`src/common/fdpc_pkg.sv`:
```
// Constants, types and helpers shared by the flash download and parameter check block
package fdpc_pkg;

  // ---------------------------------------------------------------
  // Download window
  // ---------------------------------------------------------------
  localparam logic [23:0] RAM_BASE0 = 24'hFF9000;
  localparam logic [23:0] RAM_BASE1 = 24'hFFA000;
  localparam logic [23:0] RAM_BASE2 = 24'hFFB000;
  localparam logic [6:0] DEST_CODE_MAX = 7'h02;
  localparam logic [11:0] ROUTINE_LAST = 12'hFFF;
  localparam logic [12:0] ROUTINE_BYTES = 13'h1000;
  localparam int DEST_ERR_BIT = 7;
  localparam logic [7:0] STACK_BYTES = 8'h80;

  // ---------------------------------------------------------------
  // Key, array select and parameter limits
  // ---------------------------------------------------------------
  localparam logic [7:0] KEY_COPY = 8'hA5;
  localparam logic [7:0] KEY_PROG = 8'h5A;
  localparam logic [7:0] ARRAY_BOOT_SEL = 8'hAA;
  localparam logic [15:0] FREQ_MIN = 16'h0320;
  localparam logic [15:0] FREQ_MAX = 16'h1388;
  localparam logic [31:0] FLASH_LO = 32'h00000000;
  localparam logic [31:0] FLASH_HI = 32'h0007FFFF;
  localparam logic [31:0] ERASE_BLK_MAX = 32'h00000013;
  localparam logic [7:0] ALIGN_LO = 8'h00;
  localparam logic [7:0] ALIGN_HI = 8'h80;

  // ---------------------------------------------------------------
  // Result byte bit positions
  // ---------------------------------------------------------------
  localparam int PASS_FAIL = 0;
  localparam int KEY_CHECK_ERROR = 1;
  localparam int SRC_SEL_ERROR = 2;
  localparam int FREQ_ERROR = 1;
  localparam int DEST_ADDR_ERROR = 1;
  localparam int SOURCE_ADDR_ERROR = 2;
  localparam int ERASE_BLK_ERROR = 3;
  localparam int OP_KEY_ERROR = 4;
  localparam int EXEC_ERROR = 5;
  localparam int PROTECT_STATE_ERROR = 6;

  typedef enum logic [1:0] {
    OP_INIT = 2'h0,
    OP_PROG = 2'h1,
    OP_ERASE = 2'h2
  } fdpc_op_t;

  typedef enum logic [2:0] {
    DL_IDLE, DL_COPY_RD, DL_COPY_WR, DL_VER_RD, DL_VER_CMP, DL_RESULT
  } fdpc_dl_t;

  typedef struct packed {
    logic [23:0] addr;
    logic [7:0] wdata;
    logic we;
  } fdpc_ram_req_t;

  typedef struct packed {
    fdpc_dl_t fsm;
    logic [7:0] dstSel;
    logic [23:0] base;
    logic [11:0] idx;
    logic [11:0] romAddr;
    fdpc_ram_req_t ram;
    logic [7:0] dlResult;
    logic busy;
    logic mismatch;
    logic dlDone;
    logic opDone;
    logic [7:0] result;
  } fdpc_state_t;

  // Base address of the download window for a legal destination code
  function automatic logic [23:0] fdpc_dest_base(input logic [6:0] code);
    logic [23:0] b;
    b = RAM_BASE0;
    if (code == 7'h01) begin
      b = RAM_BASE1;
    end else if (code == 7'h02) begin
      b = RAM_BASE2;
    end
    return b;
  endfunction : fdpc_dest_base

endpackage : fdpc_pkg

```
`src/logic/fdpc_range_chk.sv`:
```
// Inclusive range comparator used for the frequency, flash address and erase block range checks
`timescale 1ns/10ps
module fdpc_range_chk #(
  parameter int W = 32,
  parameter logic [W-1:0] LO = '0,
  parameter logic [W-1:0] HI = '1
) (
  input wire logic [W-1:0] value,
  output logic inRange
);

  // Both bounds inclusive
  assign inRange = (value >= LO) && (value <= HI);

endmodule : fdpc_range_chk

```
`src/logic/fdpc_top.sv`:
```
// Routine download sequencer and programming/erasing parameter checker
`timescale 1ns/10ps
module fdpc_top
  import fdpc_pkg::*;
(
  input wire logic ref_clk,
  input wire logic rst_n,
  input wire logic standby,
  input wire logic destSelWe,
  input wire logic [7:0] destSelWdata,
  output logic [7:0] destSelRdata,
  input wire logic copyRequest,
  output logic copyBusy,
  output logic dlDone,
  input wire logic progSelect,
  input wire logic eraseSelect,
  input wire logic [7:0] unlockKey,
  input wire logic [7:0] arraySelect,
  input wire logic flashErrorFlag,
  output logic [11:0] romAddr,
  input wire logic [7:0] romData,
  output fdpc_ram_req_t ramReq,
  input wire logic [7:0] ramRdata,
  input wire logic opStart,
  input wire fdpc_op_t opKind,
  input wire logic [31:0] paramRegA,
  input wire logic [31:0] paramRegB,
  input wire logic notErased,
  output logic opDone,
  output logic [7:0] resultLowByte
);

  // ---------------------------------------------------------------
  // Parameter range checks
  // ---------------------------------------------------------------
  logic freqOk;
  logic destInFlash;
  logic srcInFlash;
  logic blockOk;

  fdpc_range_chk #(.W(16), .LO(FREQ_MIN), .HI(FREQ_MAX)) uFreq (
    .value(paramRegA[15:0]),
    .inRange(freqOk)
  );
  fdpc_range_chk #(.W(32), .LO(FLASH_LO), .HI(FLASH_HI)) uDest (
    .value(paramRegB),
    .inRange(destInFlash)
  );
  fdpc_range_chk #(.W(32), .LO(FLASH_LO), .HI(FLASH_HI)) uSrc (
    .value(paramRegA),
    .inRange(srcInFlash)
  );
  fdpc_range_chk #(.W(32), .LO(32'h00000000), .HI(ERASE_BLK_MAX)) uBlk (
    .value(paramRegA),
    .inRange(blockOk)
  );

  // ---------------------------------------------------------------
  // State
  // ---------------------------------------------------------------
  fdpc_state_t st_q;
  fdpc_state_t st_d;

  logic [6:0] codeNow;
  logic destCodeBad;
  logic selErr;
  logic keyCopyErr;
  logic keyProgErr;
  logic bootSel;
  logic destBad;
  logic [7:0] opRes;

  // Code in force at the trigger; a write in the same cycle takes effect at once.
  // Taken from the inputs, not from st_d, so no loop runs through the next state.
  assign codeNow = destSelWe ? destSelWdata[6:0] : st_q.dstSel[6:0];
  assign destCodeBad = codeNow > DEST_CODE_MAX;
  // Exactly one routine must be chosen; none or both is a selection error
  assign selErr = ~(progSelect ^ eraseSelect);
  assign keyCopyErr = unlockKey != KEY_COPY;
  assign keyProgErr = unlockKey != KEY_PROG;
  assign bootSel = arraySelect == ARRAY_BOOT_SEL;
  // Destination must be in flash and on a 128-byte boundary
  assign destBad = ~destInFlash |
                   ((paramRegB[7:0] != ALIGN_LO) && (paramRegB[7:0] != ALIGN_HI));

  // Result byte of the call in progress; unused bits stay zero
  always_comb begin
    opRes = 8'h00;
    unique case (opKind)
      OP_INIT: begin
        opRes[FREQ_ERROR] = ~freqOk;
      end
      OP_PROG: begin
        opRes[PROTECT_STATE_ERROR] = flashErrorFlag;
        opRes[EXEC_ERROR] = notErased | bootSel;
        opRes[OP_KEY_ERROR] = keyProgErr;
        opRes[SOURCE_ADDR_ERROR] = srcInFlash;
        opRes[DEST_ADDR_ERROR] = destBad;
      end
      OP_ERASE: begin
        opRes[PROTECT_STATE_ERROR] = flashErrorFlag;
        opRes[EXEC_ERROR] = notErased | bootSel;
        opRes[OP_KEY_ERROR] = keyProgErr;
        opRes[ERASE_BLK_ERROR] = ~blockOk;
      end
      default: begin
        opRes = 8'h00;
      end
    endcase
    // Undefined kinds report plain failure rather than a false pass
    opRes[PASS_FAIL] = (|opRes[7:1]) | (opKind == 2'h3);
  end

  // ---------------------------------------------------------------
  // Next state
  // ---------------------------------------------------------------
  // The result byte overwrites the first routine byte, so the
  // read-back check runs before it is written.
  always_comb begin
    st_d = st_q;
    st_d.ram.we = 1'b0;
    st_d.dlDone = 1'b0;
    st_d.opDone = 1'b0;
    if (destSelWe) begin
      st_d.dstSel = destSelWdata;
    end
    // Caller keeps up to STACK_BYTES of stack free for saved registers
    if (opStart) begin
      st_d.result = opRes;
      st_d.opDone = 1'b1;
    end
    unique case (st_q.fsm)
      DL_IDLE: begin
        if (copyRequest) begin
          if (destCodeBad) begin
            // Set wins over a same-cycle software clear
            st_d.dstSel[DEST_ERR_BIT] = 1'b1;
          end else if (selErr || keyCopyErr) begin
            st_d.base = fdpc_dest_base(codeNow);
            st_d.ram.addr = fdpc_dest_base(codeNow);
            st_d.ram.wdata = {5'h00, selErr, keyCopyErr, 1'b1};
            st_d.ram.we = 1'b1;
            st_d.dlDone = 1'b1;
          end else begin
            st_d.base = fdpc_dest_base(codeNow);
            st_d.idx = 12'h000;
            st_d.romAddr = 12'h000;
            st_d.busy = 1'b1;
            st_d.mismatch = 1'b0;
            st_d.fsm = DL_COPY_RD;
          end
        end
      end
      DL_COPY_RD: begin
        st_d.fsm = DL_COPY_WR;
      end
      DL_COPY_WR: begin
        st_d.ram.addr = {st_q.base[23:12], st_q.idx};
        st_d.ram.wdata = romData;
        st_d.ram.we = 1'b1;
        if (st_q.idx == ROUTINE_LAST) begin
          st_d.idx = 12'h000;
          st_d.romAddr = 12'h000;
          st_d.fsm = DL_VER_RD;
        end else begin
          st_d.idx = st_q.idx + 12'h001;
          st_d.romAddr = st_q.idx + 12'h001;
          st_d.fsm = DL_COPY_RD;
        end
      end
      // Both memories answer one cycle after the address stands, so the pair
      // for byte i arrives in the next VER_RD, or in DL_RESULT for the last
      DL_VER_RD: begin
        if (st_q.idx != 12'h000 && ramRdata != romData) begin
          st_d.mismatch = 1'b1;
        end
        st_d.ram.addr = {st_q.base[23:12], st_q.idx};
        st_d.romAddr = st_q.idx;
        st_d.fsm = DL_VER_CMP;
      end
      DL_VER_CMP: begin
        // Address pair stands on both memories in this cycle
        if (st_q.idx == ROUTINE_LAST) begin
          st_d.fsm = DL_RESULT;
        end else begin
          st_d.idx = st_q.idx + 12'h001;
          st_d.fsm = DL_VER_RD;
        end
      end
      DL_RESULT: begin
        // Read-back of the last byte is folded in before the result is written
        st_d.mismatch = st_q.mismatch | (ramRdata != romData);
        st_d.ram.addr = st_q.base;
        st_d.ram.wdata = {7'h00, st_d.mismatch};
        st_d.ram.we = 1'b1;
        st_d.busy = 1'b0;
        st_d.dlDone = 1'b1;
        st_d.fsm = DL_IDLE;
      end
    endcase
  end

  // ---------------------------------------------------------------
  // State register
  // ---------------------------------------------------------------
  // Standby drops everything as a reset does; nothing survives it
  always_ff @(posedge ref_clk) begin
    if (!rst_n || standby) begin
      st_q <= '0;
    end else begin
      st_q <= st_d;
    end
  end

  // ---------------------------------------------------------------
  // Outputs
  // ---------------------------------------------------------------
  assign destSelRdata = st_q.dstSel;
  assign copyBusy = st_q.busy;
  assign dlDone = st_q.dlDone;
  assign romAddr = st_q.romAddr;
  assign ramReq = st_q.ram;
  assign opDone = st_q.opDone;
  assign resultLowByte = st_q.result;

  // ---------------------------------------------------------------
  // Assertions
  // ---------------------------------------------------------------
  logic [12:0] wrCount;

  // Counts routine bytes written while the copy is running
  always_ff @(posedge ref_clk) begin
    if (!rst_n || !st_q.busy) begin
      wrCount <= 13'h0000;
    end else if (st_q.ram.we) begin
      wrCount <= wrCount + 13'h0001;
    end
  end
endmodule : fdpc_top

```
`config.mk`:
```
export PLATFORM = sky130hd
export DESIGN_NAME = fdpc_top
export DESIGN_NICKNAME = d
export VERILOG_FILES = /design/src/common/fdpc_pkg.sv /design/src/logic/fdpc_range_chk.sv /design/src/logic/fdpc_top.sv
export SDC_FILE = /design/constraint.sdc
export NUM_CORES = 1
export LEC_CHECK = 0
export BUFFER_PORTS_ARGS = -buffer_cell sky130_fd_sc_hd__buf_4
export CAP_MARGIN = 20
export CORE_MARGIN = 1
export CORE_UTILIZATION = 44
export DETAILED_ROUTE_END_ITERATION = 8
export MAX_ROUTING_LAYER = met4
export PLACE_DENSITY = 0.77
export SLEW_MARGIN = 20
export SYNTH_ARGS = -nofsm -noshare
export SYNTH_HDL_FRONTEND = slang
export SYNTH_SLANG_ARGS = --single-unit
```
`constraint.sdc`:
```
create_clock -name ref_clk -period 2.2 [get_ports ref_clk]
set_input_delay 0.11 -clock ref_clk [delete_from_list [all_inputs] [get_ports ref_clk]]
set_output_delay 0.11 -clock ref_clk [all_outputs]
set_load 0.05 [all_outputs]
```
Word level (Yosys, flattened, before mapping)
Cells that the tools add are included.

Add/sub/neg operators: 1. Order comparisons: 8. Equality and inequality tests: 22. Muxes and demuxes: 35. Bitwise operators: 10. Reduce and logical (&&, ||, !) cells: 30.

Operator list (number): two-way mux 57 bit (2); case mux 12 bit (3 select lines) (2); case mux 24 bit (3 select lines) (1); >= comparator 32 x 1 -> 1 bit (second input constant) (2); less-or-equal comparator 32 x 19 -> 1 bit (second input constant) (2); two-way mux 24 bit (2); two-way mux 33 bit (1); less-or-equal comparator 32 x 5 -> 1 bit (second input constant) (1); two-way mux 14 bit (2); case mux 9 bit (3 select lines) (1); two-way mux 3 bit (6); case mux 3 bit (6 select lines) (1); >= comparator 16 x 10 -> 1 bit (second input constant) (1); less-or-equal comparator 16 x 13 -> 1 bit (second input constant) (1); inequality test 8 bit (second input constant) (2); AND reduction 4 bit (4); nonzero test 3 bit (5); adder 12 x 1 -> 12 bit (second input constant) (1); == test 12 bit (second input constant) (1); two-way mux 12 bit (1); inequality test 2 bit (second input constant) (6); nonzero test 12 bit (1); AND reduction 5 bit (2); two-way mux 9 bit (1); other kinds (31) (57).

Flip-flop bits (word level): 103.

Longest topological paths before layout
Depth after elaboration: 8. Gate-level depth with buffers: 9. Gate-level depth less buffers: 7.

Cells and area by module
From an unflattened synthesis, not the netlist that was laid out.

Cell total of the unflattened synthesis: 548. Area total of the unflattened synthesis: 4596.9 um2.

By module, submodules not included: fdpc_top (instances 1, cells each 514, area an instance 4394.2 um2); fdpc_range_chk at uFreq (instances 1, cells each 13, area an instance 78.8 um2); fdpc_range_chk at uBlk (instances 1, cells each 11, area an instance 63.8 um2); fdpc_range_chk at uDest ... (instances 2, cells each 5, area an instance 30.0 um2).

Worst setup path after synthesis
No wires, ideal clock.

Path type: register to register. Start: reg st_q[66] (netlist name). End: reg st_q[71] (netlist name). Library setup time: 130 ps. Data arrival time: 2085 ps. Data required time: 2070 ps. Setup slack: -16 ps. Stages on the path, launching flop included: 8. Clock period less this slack: 2216 ps. Path through: dfxtp_1 > ha_1 > clkbuf_1 > nand4_1 > nor4_2 > a21oi_1 > a31oi_1 > o22ai_1.

Cells in the longest elaborated chain, start to end: 3. Elaborated cells between the ends (all ways): 7.

Ends and longest elaborated chain: start: declaration (RTL line fdpc_top.sv:61) `fdpc_state_t st_q;`; start signal: assignment (RTL line fdpc_top.sv:211) `st_q <= st_d;`; adder 12 x 1 -> 12 bit / == test 12 bit (equally long branches); two-way mux 12 bit, or another cell as far along (RTL line fdpc_top.sv:183) `if (st_q.idx == ROUTINE_LAST) begin`; case mux 12 bit (3 select lines) / AND reduction 5 bit (equally long branches).

Several ways; a longest one is shown, not always the timed one. The select of a mux whose other input is x is not followed. A chain may end at the register's enable or synchronous reset.

Final worst setup path
Start: reg st_q (netlist bit destSelRdata[3]). End: reg st_q (netlist bit ramReq[2]).

Cells in the longest elaborated chain, start to end: 4.

Ends and longest elaborated chain: two-way mux 7 bit (RTL line fdpc_top.sv:75) `assign codeNow = destSelWe ? destSelWdata[6:0] : st_q.dstSel[6:0];`; greater-than comparator 7 x 2 -> 1 bit (RTL line fdpc_top.sv:76) `assign destCodeBad = codeNow > DEST_CODE_MAX;`; inequality test 2 bit (no line); AND reduction 4 bit (no line).

Every way passes these cells.

==> impl_metrics.xml <==
<?xml version="1.0" encoding="UTF-8"?>
<metrics>
  <group name="sta">
    <metric name="maxClockFrequency" unit="MHz">468</metric>
    <metric name="fin_crit_sh" unit="">0.971</metric>
    <metric name="setup_slack" unit="ns">0.0635</metric>
    <metric name="setup-violations-final" unit="">0</metric>
    <metric name="layout_min_cycle_time" unit="ns">2.14</metric>
    <metric name="relSlewSlack" unit="">0.599</metric>
    <metric name="final-hold-violation-count" unit="">0</metric>
    <metric name="worst_clock_skew" unit="ns">0.00822</metric>
    <metric name="timing_worst_slew_pin_value" unit="ns">0.601</metric>
    <metric name="final_max_tran_viols" unit="">0</metric>
    <metric name="rsz_0062_raised_after_global_routing" unit="">no</metric>
  </group>
  <group name="clock_network">
    <metric name="cts_post_setup_buffers_inserted" unit="">0</metric>
    <metric name="cts-buffers-inserted" unit="">9</metric>
    <metric name="cts_tree" unit="">done</metric>
    <metric name="insertion_delay" unit="ns">0.35</metric>
    <metric name="cts-htree-levels" unit="">3</metric>
    <metric name="cts_hold_buf" unit="">0</metric>
    <metric name="path_clk_slew" unit="ns">0.07</metric>
    <metric name="cts_max_path_buffers" unit="">2</metric>
    <metric name="cts.sink_count" unit="">73</metric>
    <metric name="clock_tree.root_cell" unit="">sky130_fd_sc_hd__clkbuf_8</metric>
  </group>
  <group name="synthesis">
    <metric name="synth_common_cells" unit="">sky130_fd_sc_hd__dfxtp_1 (73), sky130_fd_sc_hd__buf_4 (61), sky130_fd_sc_hd__nand2_1 (41)</metric>
    <metric name="asr_flop_ratio_synth" unit="">0</metric>
    <metric name="synthFlopType" unit="">sky130_fd_sc_hd__dfxtp_1</metric>
    <metric name="netlist_top_cells_area" unit="">sky130_fd_sc_hd__dfxtp_1 (33%), sky130_fd_sc_hd__buf_4 (10%), sky130_fd_sc_hd__a21oi_1 (3.7%)</metric>
    <metric name="synth.yosys.seq_area_share" unit="">0.331</metric>
    <metric name="post_synth_num_cell_types" unit="">70</metric>
    <metric name="count_of_flip_flops_with_a_built_in_enable_after_synthesis" unit="">0</metric>
    <metric name="synthMostInstantiatedCell" unit="">sky130_fd_sc_hd__dfxtp_1</metric>
    <metric name="avgSynthCellArea" unit="um^2">8.32</metric>
    <metric name="post_synth_inst_count" unit="">531</metric>
    <metric name="yosys_warnings" unit="">0</metric>
    <metric name="synthDominantCellAreaShare" unit="">0.331</metric>
    <metric name="post_synth_instance_area" unit="um^2">4420</metric>
    <metric name="ys_seq_elements" unit="">73</metric>
    <metric name="synth_largest_area_cell" unit="">sky130_fd_sc_hd__dfxtp_1</metric>
  </group>
  <group name="critical_path">
    <metric name="critical_path.startpoint_type" unit="">flip-flop</metric>
    <metric name="critical_path_class" unit="">reg2reg</metric>
    <metric name="endpoint_kind" unit="">flip-flop</metric>
    <metric name="rr_startpoint" unit="">destSelRdata[3]</metric>
    <metric name="crit_required" unit="ns">2.47</metric>
    <metric name="critPathLaunch" unit="">destSelRdata[3]</metric>
    <metric name="cp_data_arrival_time" unit="ns">2.41</metric>
    <metric name="crit_path_max_fanout" unit="">8</metric>
  </group>
  <group name="detailed_routing">
    <metric name="wirelength" unit="um">13500</metric>
    <metric name="routedWlPerCell" unit="um">17.1</metric>
    <metric name="remaining_number_of_nets_flagged_by_the_antenna_check_after_routing" unit="">0</metric>
    <metric name="number_of_vias_per_cell_after_detailed_routing" unit="">5.59</metric>
    <metric name="detail_route.iter0.violations" unit="">262</metric>
    <metric name="dr_vias" unit="">4431</metric>
    <metric name="drt_drc_violations_left" unit="">0</metric>
    <metric name="detail_route.first_pass.iterations" unit="">5</metric>
  </group>
  <group name="cells_and_area">
    <metric name="layout-drive-gt1-share" unit="">0.357</metric>
    <metric name="postLayoutCellArea" unit="um^2">5750</metric>
    <metric name="layout.core_utilization" unit="">0.588</metric>
    <metric name="fin_nets" unit="">780</metric>
    <metric name="area_added_between_synthesis_and_finish" unit="%">30.1</metric>
    <metric name="antenna_cells_inserted" unit="">0</metric>
  </group>
  <group name="global_route">
    <metric name="first_global_vias" unit="">4026</metric>
    <metric name="global_route.usage.total" unit="">0.272</metric>
    <metric name="largest_net_degree_at_the_start_of_global_routing" unit="">27</metric>
    <metric name="grt_antenna_before_repair" unit="">0</metric>
    <metric name="globalRouteOverflowTotal" unit="">0</metric>
    <metric name="grt_first_pass_wirelength" unit="um">20900</metric>
  </group>
  <group name="hold_path">
    <metric name="worstHoldPathType" unit="">in2reg</metric>
    <metric name="min_from" unit="">destSelWdata[4]</metric>
  </group>
  <group name="floorplan">
    <metric name="design.portCount" unit="">180</metric>
    <metric name="dieArea" unit="um^2">10400</metric>
    <metric name="start_util" unit="">0.452</metric>
    <metric name="row_count" unit="">36</metric>
    <metric name="fp.dieW" unit="um">102</metric>
    <metric name="die_h" unit="um">102</metric>
    <metric name="core" unit="um^2">9770</metric>
  </group>
  <group name="place">
    <metric name="port_buffers" unit="">165</metric>
    <metric name="hpwl" unit="um">10700</metric>
    <metric name="gpl.final_weighted_congestion" unit="">1.00</metric>
    <metric name="place_ws" unit="ns">-0.0161</metric>
    <metric name="placed_cell_area" unit="um^2">5580</metric>
  </group>
  <group name="power">
    <metric name="power.ir.vdd_worst" unit="uV">441</metric>
    <metric name="power.static_leakage" unit="uW">0.00243</metric>
    <metric name="powerDensity" unit="nW/um^2">467</metric>
  </group>
  <group name="run_status">
    <metric name="run_status" unit="">complete, no violations</metric>
  </group>
  <group name="job">
    <metric name="max_cap_viol_count" unit="">0</metric>
  </group>
</metrics>
==> path summary, 6_finish.rpt <==
kind	endpoint	slack (ns)	cells past startpoint
min	destSelRdata[4]	0.02	3
max reg2reg	ramReq[2]	0.06	5
max	ramReq[2]	0.06	5
min reg2reg	romAddr[5]	0.46	2
==> power by group <==
part | total [uW] | internal (uW) | leakage, uW | switching [uW]
clock network | 897 | 421 | 0.0000782 | 476
registers | 1350 | 1340 | 0.000590 | 11.1
logic | 444 | 212 | 0.00176 | 232
==> cell families (layout without fill, tap and decap cells) <==
logic type / Yosys count / count (layout) / synth area share
AO/OA/AOI/OAI: 147 / 147 / 0.242
flip-flops: 73 / 73 / 0.331
other: 1 / 2 / 0.000849
multiplexers: 11 / 11 / 0.0249
buffers and inverters: 104 / 231 / 0.143
adder cells (fa/ha/maj): 7 / 7 / 0.0198
XOR/XNOR: 11 / 11 / 0.0218
AND/OR/NAND/NOR: 177 / 177 / 0.217
==> cells in the final DEF (no fill, tap or decap), types with 4 or more instances in the layout <==
cell	netlist	final
sky130_fd_sc_hd__and3_1	4	4
sky130_fd_sc_hd__o211ai_1	11	11
sky130_fd_sc_hd__nand2b_1	6	5
sky130_fd_sc_hd__o21ai_1	4	4
sky130_fd_sc_hd__a21oi_1	33	33
sky130_fd_sc_hd__a211oi_1	6	6
sky130_fd_sc_hd__nand3_1	16	16
sky130_fd_sc_hd__a41oi_1	5	4
sky130_fd_sc_hd__a22oi_1	4	4
sky130_fd_sc_hd__nor4bb_1	4	4
sky130_fd_sc_hd__xor2_1	11	11
sky130_fd_sc_hd__a311oi_1	4	4
sky130_fd_sc_hd__o21ai_0	21	21
sky130_fd_sc_hd__a22o_1	13	13
sky130_fd_sc_hd__inv_1	12	12
sky130_fd_sc_hd__nand4_1	11	11
sky130_fd_sc_hd__nor3_1	22	22
sky130_fd_sc_hd__dfxtp_1	73	73
sky130_fd_sc_hd__and2_1	6	6
sky130_fd_sc_hd__buf_4	61	203
sky130_fd_sc_hd__nor2_1	29	29
sky130_fd_sc_hd__a31oi_1	11	11
sky130_fd_sc_hd__nor2b_1	4	4
sky130_fd_sc_hd__mux2i_1	11	11
sky130_fd_sc_hd__clkbuf_8	0	10
sky130_fd_sc_hd__ha_1	7	7
sky130_fd_sc_hd__nor4_1	11	11
sky130_fd_sc_hd__a21o_1	5	5
sky130_fd_sc_hd__nand2_1	41	41
==> metal layers <==
metal  vias up  GRT usage  wire length (um)
li1       2139          -                 -
met1      2124      0.387              6510
met2       160      0.404              6070
met3         8     0.0472               870
met4         0     0.0505                82
met5         -          -                 0
==> worst max-delay path: stages (launching register included) <==
cell                      delay (ns)
sky130_fd_sc_hd__dfxtp_1        0.33
sky130_fd_sc_hd__or4_4          0.53
sky130_fd_sc_hd__o22a_4         0.26
sky130_fd_sc_hd__or3_1          0.55
sky130_fd_sc_hd__a21o_1         0.23
sky130_fd_sc_hd__a31oi_1        0.16
==> cell type report <==
type                       instances  area (um^2)
clock buffer                      12          145
timing repair buffer             205         1560
inverter                          13         48.8
tap                              133          166
fill                             885         4030
multi-input combinational        355         2360
clock inverter                     1         5.00
sequential                        73         1460
==> through the flow <==
step / hold WS (ns) / TNS, ns / std cells / power (uW)
2_1_floorplan: 0.246 / 0 / 532 / 1600
3_3_place_gp: 0.348 / 0 / 779 / 1800
3_5_place_dp: 0.374 / -0.0161 / 779 / 1810
4_1_cts: 0.0125 / 0 / 792 / 2690
5_1_grt: 0.00715 / 0 / 792 / 2790
6_report: 0.0166 / 0 / 792 / 2690
==> flip-flops by register name, indices dropped and copies added, names as in the netlist <==
register       count
opDone             1
st_q              19
dlDone             1
ramReq            24
destSelRdata       8
romAddr           12
resultLowByte      7
copyBusy           1
==> what timing repair did <==
action | 4_1_cts | 5_1_grt
hold endpoints to repair | 0 | 0
resized for setup | 1 | 2
endpoints found under the setup margin | 1 | 5
Note: power is estimated with default switching activity, not from simulation.
